File: config.mk
export PLATFORM = sky130hd
export DESIGN_NAME = pmc_phy_mode_regs
export DESIGN_NICKNAME = d
export VERILOG_FILES = /design/src/include/pmc_pkg.sv /design/src/hw/pmc_energy_monitor.sv /design/src/hw/pmc_phy_mode_regs.sv
export SDC_FILE = /design/constraint.sdc
export NUM_CORES = 1
export LEC_CHECK = 0
export BUFFER_PORTS_ARGS = -buffer_cell sky130_fd_sc_hd__buf_4
export CELL_PAD_IN_SITES_DETAIL_PLACEMENT = 1
export CELL_PAD_IN_SITES_GLOBAL_PLACEMENT = 1
export CORE_MARGIN = 2
export CORE_UTILIZATION = 44
export DETAILED_ROUTE_END_ITERATION = 6
export PLACE_DENSITY_LB_ADDON = 0.1
export SLEW_MARGIN = 40
export SYNTH_ARGS = -nofsm -noshare
export SYNTH_HDL_FRONTEND = slang
export SYNTH_HIERARCHICAL = 1
export SYNTH_SLANG_ARGS = --single-unit
File: constraint.sdc
create_clock -name clk_sys -period 7.5 [get_ports clk_sys]
set_input_delay 0.75 -clock clk_sys [delete_from_list [all_inputs] [get_ports clk_sys]]
set_output_delay 0.75 -clock clk_sys [all_outputs]
set_load 0.05 [all_outputs]
File: src/include/pmc_pkg.sv
// Package for the per-port PHY mode and special-modes register pair.
// Assumes one 250 MHz system clock and register access by 5-bit index.
package pmc_pkg;

  // ----------------------------------------------------------------------
  // Register indices and field layout
  // ----------------------------------------------------------------------
  localparam logic [4:0] IDX_ENERGY_MODE_CTL_STAT = 5'h11;
  localparam logic [4:0] IDX_OPERATING_MODE_ADDR  = 5'h12;
  localparam int         EDPD_BIT                 = 13;
  localparam int         ENERGY_BIT               = 1;
  localparam int         RSVD_RW_BIT              = 0;
  localparam int         MODE_LSB                 = 5;
  localparam int         MODE_MSB                 = 7;
  localparam int         ADDR_LSB                 = 0;
  localparam int         ADDR_MSB                 = 4;

  // ----------------------------------------------------------------------
  // Reset values
  // ----------------------------------------------------------------------
  localparam logic       EDPD_RST                 = 1'b0;
  localparam logic       RSVD_RW_RST              = 1'b0;
  localparam logic       ENERGY_RST               = 1'b1;
  localparam logic [2:0] MODE_AUTONEG_RST         = 3'h7;
  localparam logic       MODE_FORCED_TOP_RST      = 1'b0;
  localparam logic [4:0] ADDR_SEL0_DEF            = 5'h01;
  localparam logic [4:0] ADDR_SEL1_DEF            = 5'h02;

  // ----------------------------------------------------------------------
  // Timing
  // ----------------------------------------------------------------------
  localparam int         CLK_KHZ                  = 250000;
  localparam int         ENERGY_TIMEOUT_MS        = 256;
  localparam int         ENERGY_TIMEOUT_CYC       = ENERGY_TIMEOUT_MS * CLK_KHZ;

  // ----------------------------------------------------------------------
  // Types
  // ----------------------------------------------------------------------
  typedef enum logic [1:0] {INIT_SYNC0, INIT_SYNC1, INIT_LATCH, INIT_RUN} pmc_init_t;

  typedef struct packed {
    logic        rd;
    logic        wr;
    logic [4:0]  idx;
    logic [15:0] wdata;
  } pmc_reg_req_t;

  typedef struct packed {
    logic autoneg;
    logic speed;
    logic duplex;
    logic addrSel;
  } pmc_straps_t;

  // Basic-control bits are ordered [13,12,10,8]; advert bits [8,7,6,5].
  typedef struct packed {
    logic [3:0] basicMask;
    logic [3:0] basicVal;
    logic [3:0] advMask;
    logic [3:0] advVal;
    logic       crsTxRx;
    logic       repeater;
    logic       powerDown;
  } pmc_mode_drive_t;

  typedef struct packed {
    logic        on;
    logic [31:0] cnt;
  } pmc_energy_state_t;

  typedef struct packed {
    pmc_straps_t     strapSync1;
    pmc_straps_t     strapSync2;
    logic            energySync1;
    logic            energySync2;
    pmc_init_t       init;
    pmc_straps_t     straps;
    logic            edpd;
    logic            rsvdRw;
    logic [2:0]      mode;
    logic [4:0]      addr;
    pmc_mode_drive_t drive;
    logic            modeApply;
    logic            loaderReq;
    logic [15:0]     rdData;
    logic            rdValid;
  } pmc_top_state_t;

  // Full-duplex modes keep carrier sense to receive only.
  function automatic pmc_mode_drive_t pmcModeDecode(input logic [2:0] mode);
    pmc_mode_drive_t d;
    d = '0;
    case (mode)
      3'h0: begin
        d.basicMask = 4'hf;
        d.basicVal  = 4'h0;
        d.crsTxRx   = 1'b1;
      end
      3'h1: begin
        d.basicMask = 4'hf;
        d.basicVal  = 4'h1;
      end
      3'h2: begin
        d.basicMask = 4'hf;
        d.basicVal  = 4'h8;
        d.crsTxRx   = 1'b1;
      end
      3'h3: begin
        d.basicMask = 4'hf;
        d.basicVal  = 4'h9;
      end
      3'h4: begin
        d.basicMask = 4'hf;
        d.basicVal  = 4'hc;
        d.advMask   = 4'hf;
        d.advVal    = 4'h4;
        d.crsTxRx   = 1'b1;
      end
      3'h5: begin
        d.basicMask = 4'hf;
        d.basicVal  = 4'hc;
        d.advMask   = 4'hf;
        d.advVal    = 4'h4;
        d.repeater  = 1'b1;
      end
      3'h6: begin
        d.powerDown = 1'b1;
      end
      3'h7: begin
        d.basicMask = 4'h6;
        d.basicVal  = 4'h4;
        d.advMask   = 4'hf;
        d.advVal    = 4'hf;
        d.crsTxRx   = 1'b1;
      end
      default: d = '0;
    endcase
    return d;
  endfunction

endpackage

File: src/hw/pmc_energy_monitor.sv
// Line energy status: holds high while energy is seen, drops after a quiet timeout.
// Assumes energySeen is already synchronised to clk_sys.
`timescale 1ns/1ps
`default_nettype none

module pmc_energy_monitor #(
  parameter int TIMEOUT_CYC = pmc_pkg::ENERGY_TIMEOUT_CYC
) (
  input  wire logic clk_sys,
  input  wire logic rstSync_n,
  input  wire logic clkEn,
  input  wire logic forceOn,
  input  wire logic energySeen,
  output logic      lineEnergyPresent
);

  pmc_pkg::pmc_energy_state_t q;
  pmc_pkg::pmc_energy_state_t d;
  localparam logic [31:0] LAST_CNT = 32'(TIMEOUT_CYC - 1);

  always_comb begin
    d = q;
    if (forceOn) begin
      d.on  = 1'b1;
      d.cnt = '0;
    end else if (energySeen) begin
      d.on  = 1'b1;
      d.cnt = '0;
    end else if (q.on) begin
      if (q.cnt == LAST_CNT) begin
        d.on  = 1'b0;
        d.cnt = '0;
      end else begin
        d.cnt = q.cnt + 32'h1;
      end
    end
  end

  always_ff @(posedge clk_sys or negedge rstSync_n) begin
    if (!rstSync_n) begin
      q.on  <= pmc_pkg::ENERGY_RST;
      q.cnt <= '0;
    end else if (clkEn) begin
      q <= d;
    end
  end

  assign lineEnergyPresent = q.on;
endmodule // pmc_energy_monitor

`default_nettype wire

File: src/hw/pmc_phy_mode_regs.sv
// Per-port PHY energy/mode control register and operating-mode/address register.
// Assumes strap and line-energy pins are asynchronous; everything else is on clk_sys.
`timescale 1ns/1ps
`default_nettype none

// Notes on behaviour
// - Bit 13 enables energy-detect power-down.
// - Energy status tracks line, clears after timeout.
// - Hardware reset sets energy; software reset keeps it.
// - Loader rewrites modes after reset and reload.
// - Autoneg strap high gives mode 111.
// - Otherwise mode is 0, speed, duplex straps.
// - Straps latched at chip reset release.
// - Address field sets management address and scrambler.
// - Address default comes from address-select strap.
// - Protected bits reset only by chip reset or port PHY reset.
// - Mode drives basic-control and advertisement bits.
// - Mode 000: 10M half, control 0000.
// - Mode 001: 10M full, control 0001.
// - Mode 010: 100M half, carrier on both.
// - Mode 011: 100M full, control 1001.
// - Mode 100: autoneg, control 1100, advert 0100.
// - Mode 101: repeater, as 100, carrier receive.
// - Mode 110: power-down, bits left unchanged.
// - Mode 111: advert 1111, control X10X.
module pmc_phy_mode_regs #(
  parameter int         ENERGY_TIMEOUT_CYC = pmc_pkg::ENERGY_TIMEOUT_CYC,
  parameter logic [4:0] ADDR_SEL0          = pmc_pkg::ADDR_SEL0_DEF,
  parameter logic [4:0] ADDR_SEL1          = pmc_pkg::ADDR_SEL1_DEF
) (
  input  wire logic                   clk_sys,
  input  wire logic                   rst_n,
  input  wire logic                   clkEn,
  input  wire pmc_pkg::pmc_reg_req_t  regReq,
  output logic [15:0]                 regRdData,
  output logic                        regRdValid,
  input  wire logic                   softResetPulse,
  input  wire logic                   phyResetPulse,
  input  wire logic                   reloadCmd,
  input  wire logic                   loaderWrEn,
  input  wire logic [15:0]            loaderWrData,
  output logic                        loaderReq,
  input  wire pmc_pkg::pmc_straps_t   strapPins,
  input  wire logic                   lineEnergyPin,
  output logic                        energyDetectPowerdownEn,
  output logic                        lineEnergyPresent,
  output logic [4:0]                  phyMgmtAddress,
  output logic [4:0]                  scramblerSeed,
  output logic [2:0]                  phyMode,
  output pmc_pkg::pmc_mode_drive_t    modeDrive,
  output logic                        modeApply
);

  // ----------------------------------------------------------------------
  // Reset release
  // ----------------------------------------------------------------------
  logic rstMeta_q;
  logic rstSync_n;

  always_ff @(posedge clk_sys or negedge rst_n) begin
    if (!rst_n) begin
      rstMeta_q <= 1'b0;
      rstSync_n <= 1'b0;
    end else begin
      rstMeta_q <= 1'b1;
      rstSync_n <= rstMeta_q;
    end
  end

  // ----------------------------------------------------------------------
  // Strap decoding
  // ----------------------------------------------------------------------
  function automatic logic [2:0] strapMode(input pmc_pkg::pmc_straps_t s);
    logic [2:0] m;
    m = {pmc_pkg::MODE_FORCED_TOP_RST, s.speed, s.duplex};
    if (s.autoneg) begin
      m = pmc_pkg::MODE_AUTONEG_RST;
    end
    return m;
  endfunction

  function automatic logic [4:0] strapAddr(input pmc_pkg::pmc_straps_t s);
    return s.addrSel ? ADDR_SEL1 : ADDR_SEL0;
  endfunction

  // ----------------------------------------------------------------------
  // State
  // ----------------------------------------------------------------------
  pmc_pkg::pmc_top_state_t q;
  pmc_pkg::pmc_top_state_t d;
  logic                    line_energy_present;
  logic                    wrCtlStat;
  logic                    wrModeAddr;

  assign wrCtlStat  = regReq.wr && regReq.idx == pmc_pkg::IDX_ENERGY_MODE_CTL_STAT;
  assign wrModeAddr = regReq.wr && regReq.idx == pmc_pkg::IDX_OPERATING_MODE_ADDR;

  always_comb begin
    d           = q;
    d.modeApply = 1'b0;
    d.loaderReq = 1'b0;
    d.rdValid   = 1'b0;
    d.strapSync1  = strapPins;
    d.strapSync2  = q.strapSync1;
    d.energySync1 = lineEnergyPin;
    d.energySync2 = q.energySync1;
    case (q.init)
      pmc_pkg::INIT_SYNC0: begin
        d.init = pmc_pkg::INIT_SYNC1;
      end
      pmc_pkg::INIT_SYNC1: begin
        d.init = pmc_pkg::INIT_LATCH;
      end
      pmc_pkg::INIT_LATCH: begin
        d.straps    = q.strapSync2;
        d.mode      = strapMode(q.strapSync2);
        d.addr      = strapAddr(q.strapSync2);
        d.modeApply = 1'b1;
        d.loaderReq = 1'b1;
        d.init      = pmc_pkg::INIT_RUN;
      end
      pmc_pkg::INIT_RUN: begin
        if (phyResetPulse) begin
          d.edpd      = pmc_pkg::EDPD_RST;
          d.rsvdRw    = pmc_pkg::RSVD_RW_RST;
          d.mode      = strapMode(q.straps);
          d.addr      = strapAddr(q.straps);
          d.modeApply = 1'b1;
        end else begin
          if (softResetPulse) begin
            d.edpd   = pmc_pkg::EDPD_RST;
            d.rsvdRw = pmc_pkg::RSVD_RW_RST;
          end else if (wrCtlStat) begin
            d.edpd   = regReq.wdata[pmc_pkg::EDPD_BIT];
            d.rsvdRw = regReq.wdata[pmc_pkg::RSVD_RW_BIT];
          end
          // The loader owns the bus during a reload, so its write wins.
          if (loaderWrEn) begin
            d.mode      = loaderWrData[pmc_pkg::MODE_MSB:pmc_pkg::MODE_LSB];
            d.addr      = loaderWrData[pmc_pkg::ADDR_MSB:pmc_pkg::ADDR_LSB];
            d.modeApply = 1'b1;
          end else if (wrModeAddr) begin
            d.mode      = regReq.wdata[pmc_pkg::MODE_MSB:pmc_pkg::MODE_LSB];
            d.addr      = regReq.wdata[pmc_pkg::ADDR_MSB:pmc_pkg::ADDR_LSB];
            d.modeApply = 1'b1;
          end
          if (reloadCmd) begin
            d.loaderReq = 1'b1;
          end
        end
      end
      default: begin
        d.init = pmc_pkg::INIT_SYNC0;
      end
    endcase
    if (regReq.rd) begin
      d.rdValid = 1'b1;
      d.rdData  = '0;
      if (regReq.idx == pmc_pkg::IDX_ENERGY_MODE_CTL_STAT) begin
        d.rdData[pmc_pkg::EDPD_BIT]    = q.edpd;
        d.rdData[pmc_pkg::ENERGY_BIT]  = line_energy_present;
        d.rdData[pmc_pkg::RSVD_RW_BIT] = q.rsvdRw;
      end else if (regReq.idx == pmc_pkg::IDX_OPERATING_MODE_ADDR) begin
        d.rdData[pmc_pkg::MODE_MSB:pmc_pkg::MODE_LSB] = q.mode;
        d.rdData[pmc_pkg::ADDR_MSB:pmc_pkg::ADDR_LSB] = q.addr;
      end
    end
    d.drive = pmc_pkg::pmcModeDecode(d.mode);
  end

  always_ff @(posedge clk_sys or negedge rstSync_n) begin
    if (!rstSync_n) begin
      q        <= '0;
      q.init   <= pmc_pkg::INIT_SYNC0;
      q.edpd   <= pmc_pkg::EDPD_RST;
      q.rsvdRw <= pmc_pkg::RSVD_RW_RST;
    end else if (clkEn) begin
      q <= d;
    end
  end

  // ----------------------------------------------------------------------
  // Energy status
  // ----------------------------------------------------------------------
  pmc_energy_monitor #(
    .TIMEOUT_CYC (ENERGY_TIMEOUT_CYC)
  ) uEnergy (
    .clk_sys           (clk_sys),
    .rstSync_n         (rstSync_n),
    .clkEn             (clkEn),
    .forceOn           (phyResetPulse),
    .energySeen        (q.energySync2),
    .lineEnergyPresent (line_energy_present)
  );

  // ----------------------------------------------------------------------
  // Outputs
  // ----------------------------------------------------------------------
  assign regRdData               = q.rdData;
  assign regRdValid              = q.rdValid;
  assign loaderReq               = q.loaderReq;
  assign energyDetectPowerdownEn = q.edpd;
  assign lineEnergyPresent       = line_energy_present;
  assign phyMgmtAddress          = q.addr;
  assign scramblerSeed           = q.addr;
  assign phyMode                 = q.mode;
  assign modeDrive               = q.drive;
  assign modeApply               = q.modeApply;
endmodule // pmc_phy_mode_regs

`default_nettype wire

# After elaboration in Yosys (flattened, before gate mapping)
# Cells that the tools add are included.
# word_totals
register_bits	92
in_bits	51
output_inout_bits	53
# classes
n_addsub	1
eq_ne	14
muxes	32
n_reduce_logical	16
# ops
operator	n
33-bit two-way mux	3
8-bit one-hot mux with 6 select lines	1
32-bit by 1-bit adder with 32-bit output, second input constant	1
32-bit by 26-bit == test with 1-bit output, second input constant	1
32-bit two-way mux	1
8-bit one-hot mux with 2 select lines	2
8-bit two-way mux	3
3-bit == test, second input constant	4
1-bit two-way mux	11
5-bit == test, second input constant	2
10-bit two-way mux	1
2-bit two-way mux	5
3-bit nonzero test	3
2-bit AND reduction	4
3-bit by 2-bit == test with 1-bit output, second input constant	2
3-bit two-way mux	2
6-bit two-way mux	1
2-bit one-hot mux with 3 select lines	1
3-bit AND reduction	2
2-bit == test, second input constant	2
4-bit != test, second input constant	1
2-bit one-hot mux with 2 select lines	1
4-bit OR reduction	1
3-bit by 1-bit == test with 1-bit output, second input constant	1
other kinds (6)	7

# Longest topological paths before layout
# depth
word_depth	9
mapped_depth	9
ltp_nobuf	8

# Modules after synthesis
# The synthesis kept the hierarchy.
# modules_own_cells
module	instances	cells_each	area_each_um2	seq_area_each_um2
pmc_phy_mode_regs	1	292	2763.9	1251.2
pmc_energy_monitor	1	195	1829.3	827.0

# Least setup slack after synthesis
# No wires, ideal clock.
# synth_timing
path_kind	input-to-reg
start	input port loaderWrEn
end	register q (netlist bit modeDrive[17])
setup_time_ns	0.119
arrival_time_ns	2.017
required_time_ns	7.381
path_slack_ns	5.364
path_stages	7
cell_sequence	buf_6 > or3b_4 > a31oi_4 > o21ai_2 > a21oi_2 > o2111ai_1 > o21a_1
# synth_between
elab_chain_cells	6
# synth_rtl
element	line_no	rtl
start: declaration	pmc_phy_mode_regs.sv:40	input wire logic loaderWrEn,
8-bit two-way mux *	pmc_phy_mode_regs.sv:138	if (loaderWrEn) begin
10-bit two-way mux *	pmc_phy_mode_regs.sv:123	if (phyResetPulse) begin
8-bit one-hot mux with 2 select lines *	pmc_phy_mode_regs.sv:107	case (q.init)
3-bit == test	pmc_pkg.sv:93	case (mode)
2-bit OR reduction (no source line)	-	
8-bit one-hot mux with 6 select lines *	pmc_pkg.sv:93	
end: declaration	pmc_phy_mode_regs.sv:89	pmc_pkg::pmc_top_state_t q;
# Mark *: on every way between the ends. The rest lies on a longest branch, timed or not.
# A chain may end at the register's enable or synchronous reset.

# Worst setup path in the final report
# layout_timing
start	input port clkEn
end	register uEnergy/q[30] (netlist name)
# layout_between
elab_chain_cells	1
# layout_rtl
element	line_no	rtl
start: declaration	pmc_phy_mode_regs.sv:33	input wire logic clkEn,
2-bit AND reduction (no source line)	-	
end: declaration	pmc_energy_monitor.sv:17	pmc_pkg::pmc_energy_state_t q;
# No other way between the ends.

==> results by group <==
Timing
  • Clk_skew: 0.01084 ns
  • Fin. Hold Viols: 0
  • Worst hold margin: 0.1581 ns
  • Tmin final: 2.633 ns
  • Setup TNS: 0 ns
  • Final setup fails: 0
  • Relative slew slack: 50.94%
  • Fmax: 0.3798 GHz
  • Slew Viols, Final: 0
  • Final period util: 35.11%
  • Slew @ Worst Pin: 0.7292 ns
  • RSZ-0062 raised after global routing: false

Floorplanning
  • Die span in x: 106.2 um
  • Core area: 10,230 sq um
  • Initial Util: 44.89%
  • Die height: 106.2 um
  • Die Area: 11,270 sq um
  • FP Rows: 37
  • I/O pin count: 104

Power
  • Final Power: 1.631 mW
  • Maximum vdd ir drop: 190.5 uV
  • Pwr/cell area: 315.4 nW/um^2
  • LEAKAGE: 2.242 nW

Clocking
  • CTS resizes: 0
  • Later-pin clock latency in the skew report: 0.36 ns
  • Clk sinks: 83
  • Root buf cell: clkbuf_8
  • CTS buffer count: 9
  • Clock transition at path regs: 0.08 ns
  • TritonCTS clock tree: done
  • # H-tree levels: 3
  • Post-CTS Setup Inserts: 0
  • Hold buffer count at cts: 0
  • Maximum root-to-sink buffer count: 2

Routing
  • 1st-pass router iterations: 4
  • DR iter-0 viols: 148
  • Vias/cell: 5.342
  • Post-route ant nets: 0
  • Drt wl/cell: 16.91 um
  • Via count: 3,526
  • Final WL: 11.16 mm
  • DR DRC count: 0

Final layout
  • Post-layout nets: 577
  • Filler cells: 1,200
  • Final instance area: 5172 sq um
  • ANT cells: 0
  • Layout cell share with drive strength beyond 1: 26.34%
  • Area grow syn2layout: 12.61%
  • Most frequent cells in the layout: dfrtp_1 (81), buf_4 (81), nand2_1 (56)

Logic synthesis
  • Synth Register Bits: 83
  • Sequential area share after synthesis: 45.25%
  • Syn Area/Cell: 9.432 sq um
  • Netlist cell types: 64
  • Post-synth EDFFs: 0
  • Synthesized instance count: 487
  • Ys async rst share: 100.0%
  • Yosys warns: 6
  • Ys flop type: dfrtp_1
  • Synth Cell Area: 4593 sq um

Setup path
  • Crit-path max FO: 49
  • CP endpoint kind: flip-flop
  • Critical path data arrival time: 2.91 ns
  • Startpoint class of the critical path: primary input
  • Setup CP Type: primary input to flip-flop
  • R2R setup slack: 4.92 ns
  • Worst endpoint required time: 7.77 ns

Outcome
  • Outcome: finished, final reports clean

Global routing
  • Global Route Usage Sum: 21.26%
  • Number of global-route vias before repair: 3,623
  • First-pass GRT wire length: 18.78 mm
  • Total grt overflow: 0
  • Largest net degree at the start of global routing: 50
  • Initial antenna violation count: 0

Placed design
  • RePlAce Congestion: 0.8014
  • Detail Placement HPWL: 8.200 mm
  • Port-buffer cells: 80
  • Placed Area: 4970 sq um

Hold path
  • Hold Crit Class: primary input to asynchronous set/reset pin

Run
  • Max-Cap Viols: 0
==> power by group <==
| group | internal (mW) | switching, mW |
|---|---|---|
| clock network | 0.191 | 0.157 |
| logic | 0.213 | 0.479 |
| registers | 0.522 | 0.0695 |
==> registers in the layout (all words and copies together) (netlist names) <==
name and cells:
uEnergy/lineEnergyPresent 1, phyMode 3, modeApply 1, energyDetectPowerdownEn 1, d 5, q 12
phyMgmtAddress 5, modeDrive 10, rstMeta_q 1, loaderReq 1, regRdValid 1, rstSync_n 1
uEnergy/q 32, regRdData 9
==> layer usage <==
layer / vias to the layer above / GRT usage, % / wire (um)
li1: 1685 / - / -
met1: 1763 / 31.01 / 5598
met2: 67 / 31.78 / 5034
met3: 11 / 4.537 / 382
met4: 0 / 6.391 / 143
met5: - / 0 / 0
==> worst paths after layout <==
| check | start | to | cells past startpoint |
|---|---|---|---|
| worst max-delay path | clkEn | uEnergy/q[30] | 7 |
| max in group asynchronous | rstSync_n | uEnergy/lineEnergyPresent | 1 |
| worst min-delay path | rst_n | rstSync_n | 1 |
| worst max register to register | q[52] | modeDrive[17] | 7 |
| min in group clk_sys | rstMeta_q | rstSync_n | 0 |
| worst min register to register | rstSync_n | uEnergy/q[3] | 0 |
==> stage by stage <==
stage          utilization (%)  setup slack, ns  cells
2_1_floorplan                -            5.019    494
3_3_place_gp             48.17            4.589    645
3_5_place_dp             48.58            4.528    647
4_1_cts                  50.56            4.912    660
5_1_grt                  50.56            4.752    660
6_report                 50.56            4.867    660
==> Yosys cell counts (3+ instances only) <==
cell | number | area, sq um
nor2_1 | 42 | 157.7
mux2_2 | 13 | 146.4
buf_4 | 48 | 360.4
inv_1 | 21 | 78.83
nor3_1 | 8 | 40.04
clkbuf_1 | 9 | 33.78
buf_6 | 5 | 56.30
nand4_1 | 10 | 62.56
nor4_2 | 4 | 50.05
nand3_1 | 17 | 85.08
or3_1 | 4 | 25.02
nand2_1 | 56 | 210.2
a21oi_1 | 17 | 85.08
a31oi_1 | 3 | 18.77
xor2_1 | 12 | 105.1
o21ai_1 | 7 | 35.03
nor2_2 | 3 | 18.77
o21ai_0 | 35 | 175.2
buf_2 | 3 | 15.01
nor4_1 | 8 | 50.05
ha_1 | 4 | 50.05
xnor2_1 | 14 | 122.6
nor3b_1 | 3 | 22.52
dfrtp_1 | 82 | 2052
o21a_1 | 3 | 22.52
nor2b_1 | 4 | 25.02
and2_1 | 5 | 31.28
==> kinds of logic (layout without fill, tap and decap cells) <==
kind of cell,after synthesis,in the layout,share of synthesized area [%]
buffers and inverters,87,117,12.01
AO/OA/AOI/OAI,87,87,12.07
flip-flops,83,83,45.25
XOR/XNOR,26,26,4.958
multiplexers,14,14,3.405
other,2,9,0.1635
AND/OR/NAND/NOR,184,184,21.06
adder cells (fa/ha/maj),4,4,1.090
==> layout make-up <==
type                       count  area [sq um]  share of cell area (%)
clock buffer                  10         137.6                   2.661
clock inverter                 3         65.06                   1.258
inverter                      21         78.83                   1.524
multi-input combinational    324          1991                   38.49
sequential                    83          2082                   40.25
tap                          136         170.2                   3.290
timing repair buffer          83         648.1                   12.53
==> worst max-delay path, stage by stage <==
cell	delay, ns
buf_4	0.44
o31ai_1	0.16
buf_4	0.21
nor3_1	0.48
nand4_1	0.31
or3_1	0.39
a21oi_1	0.15
Note: power is estimated with default switching activity, not from simulation.
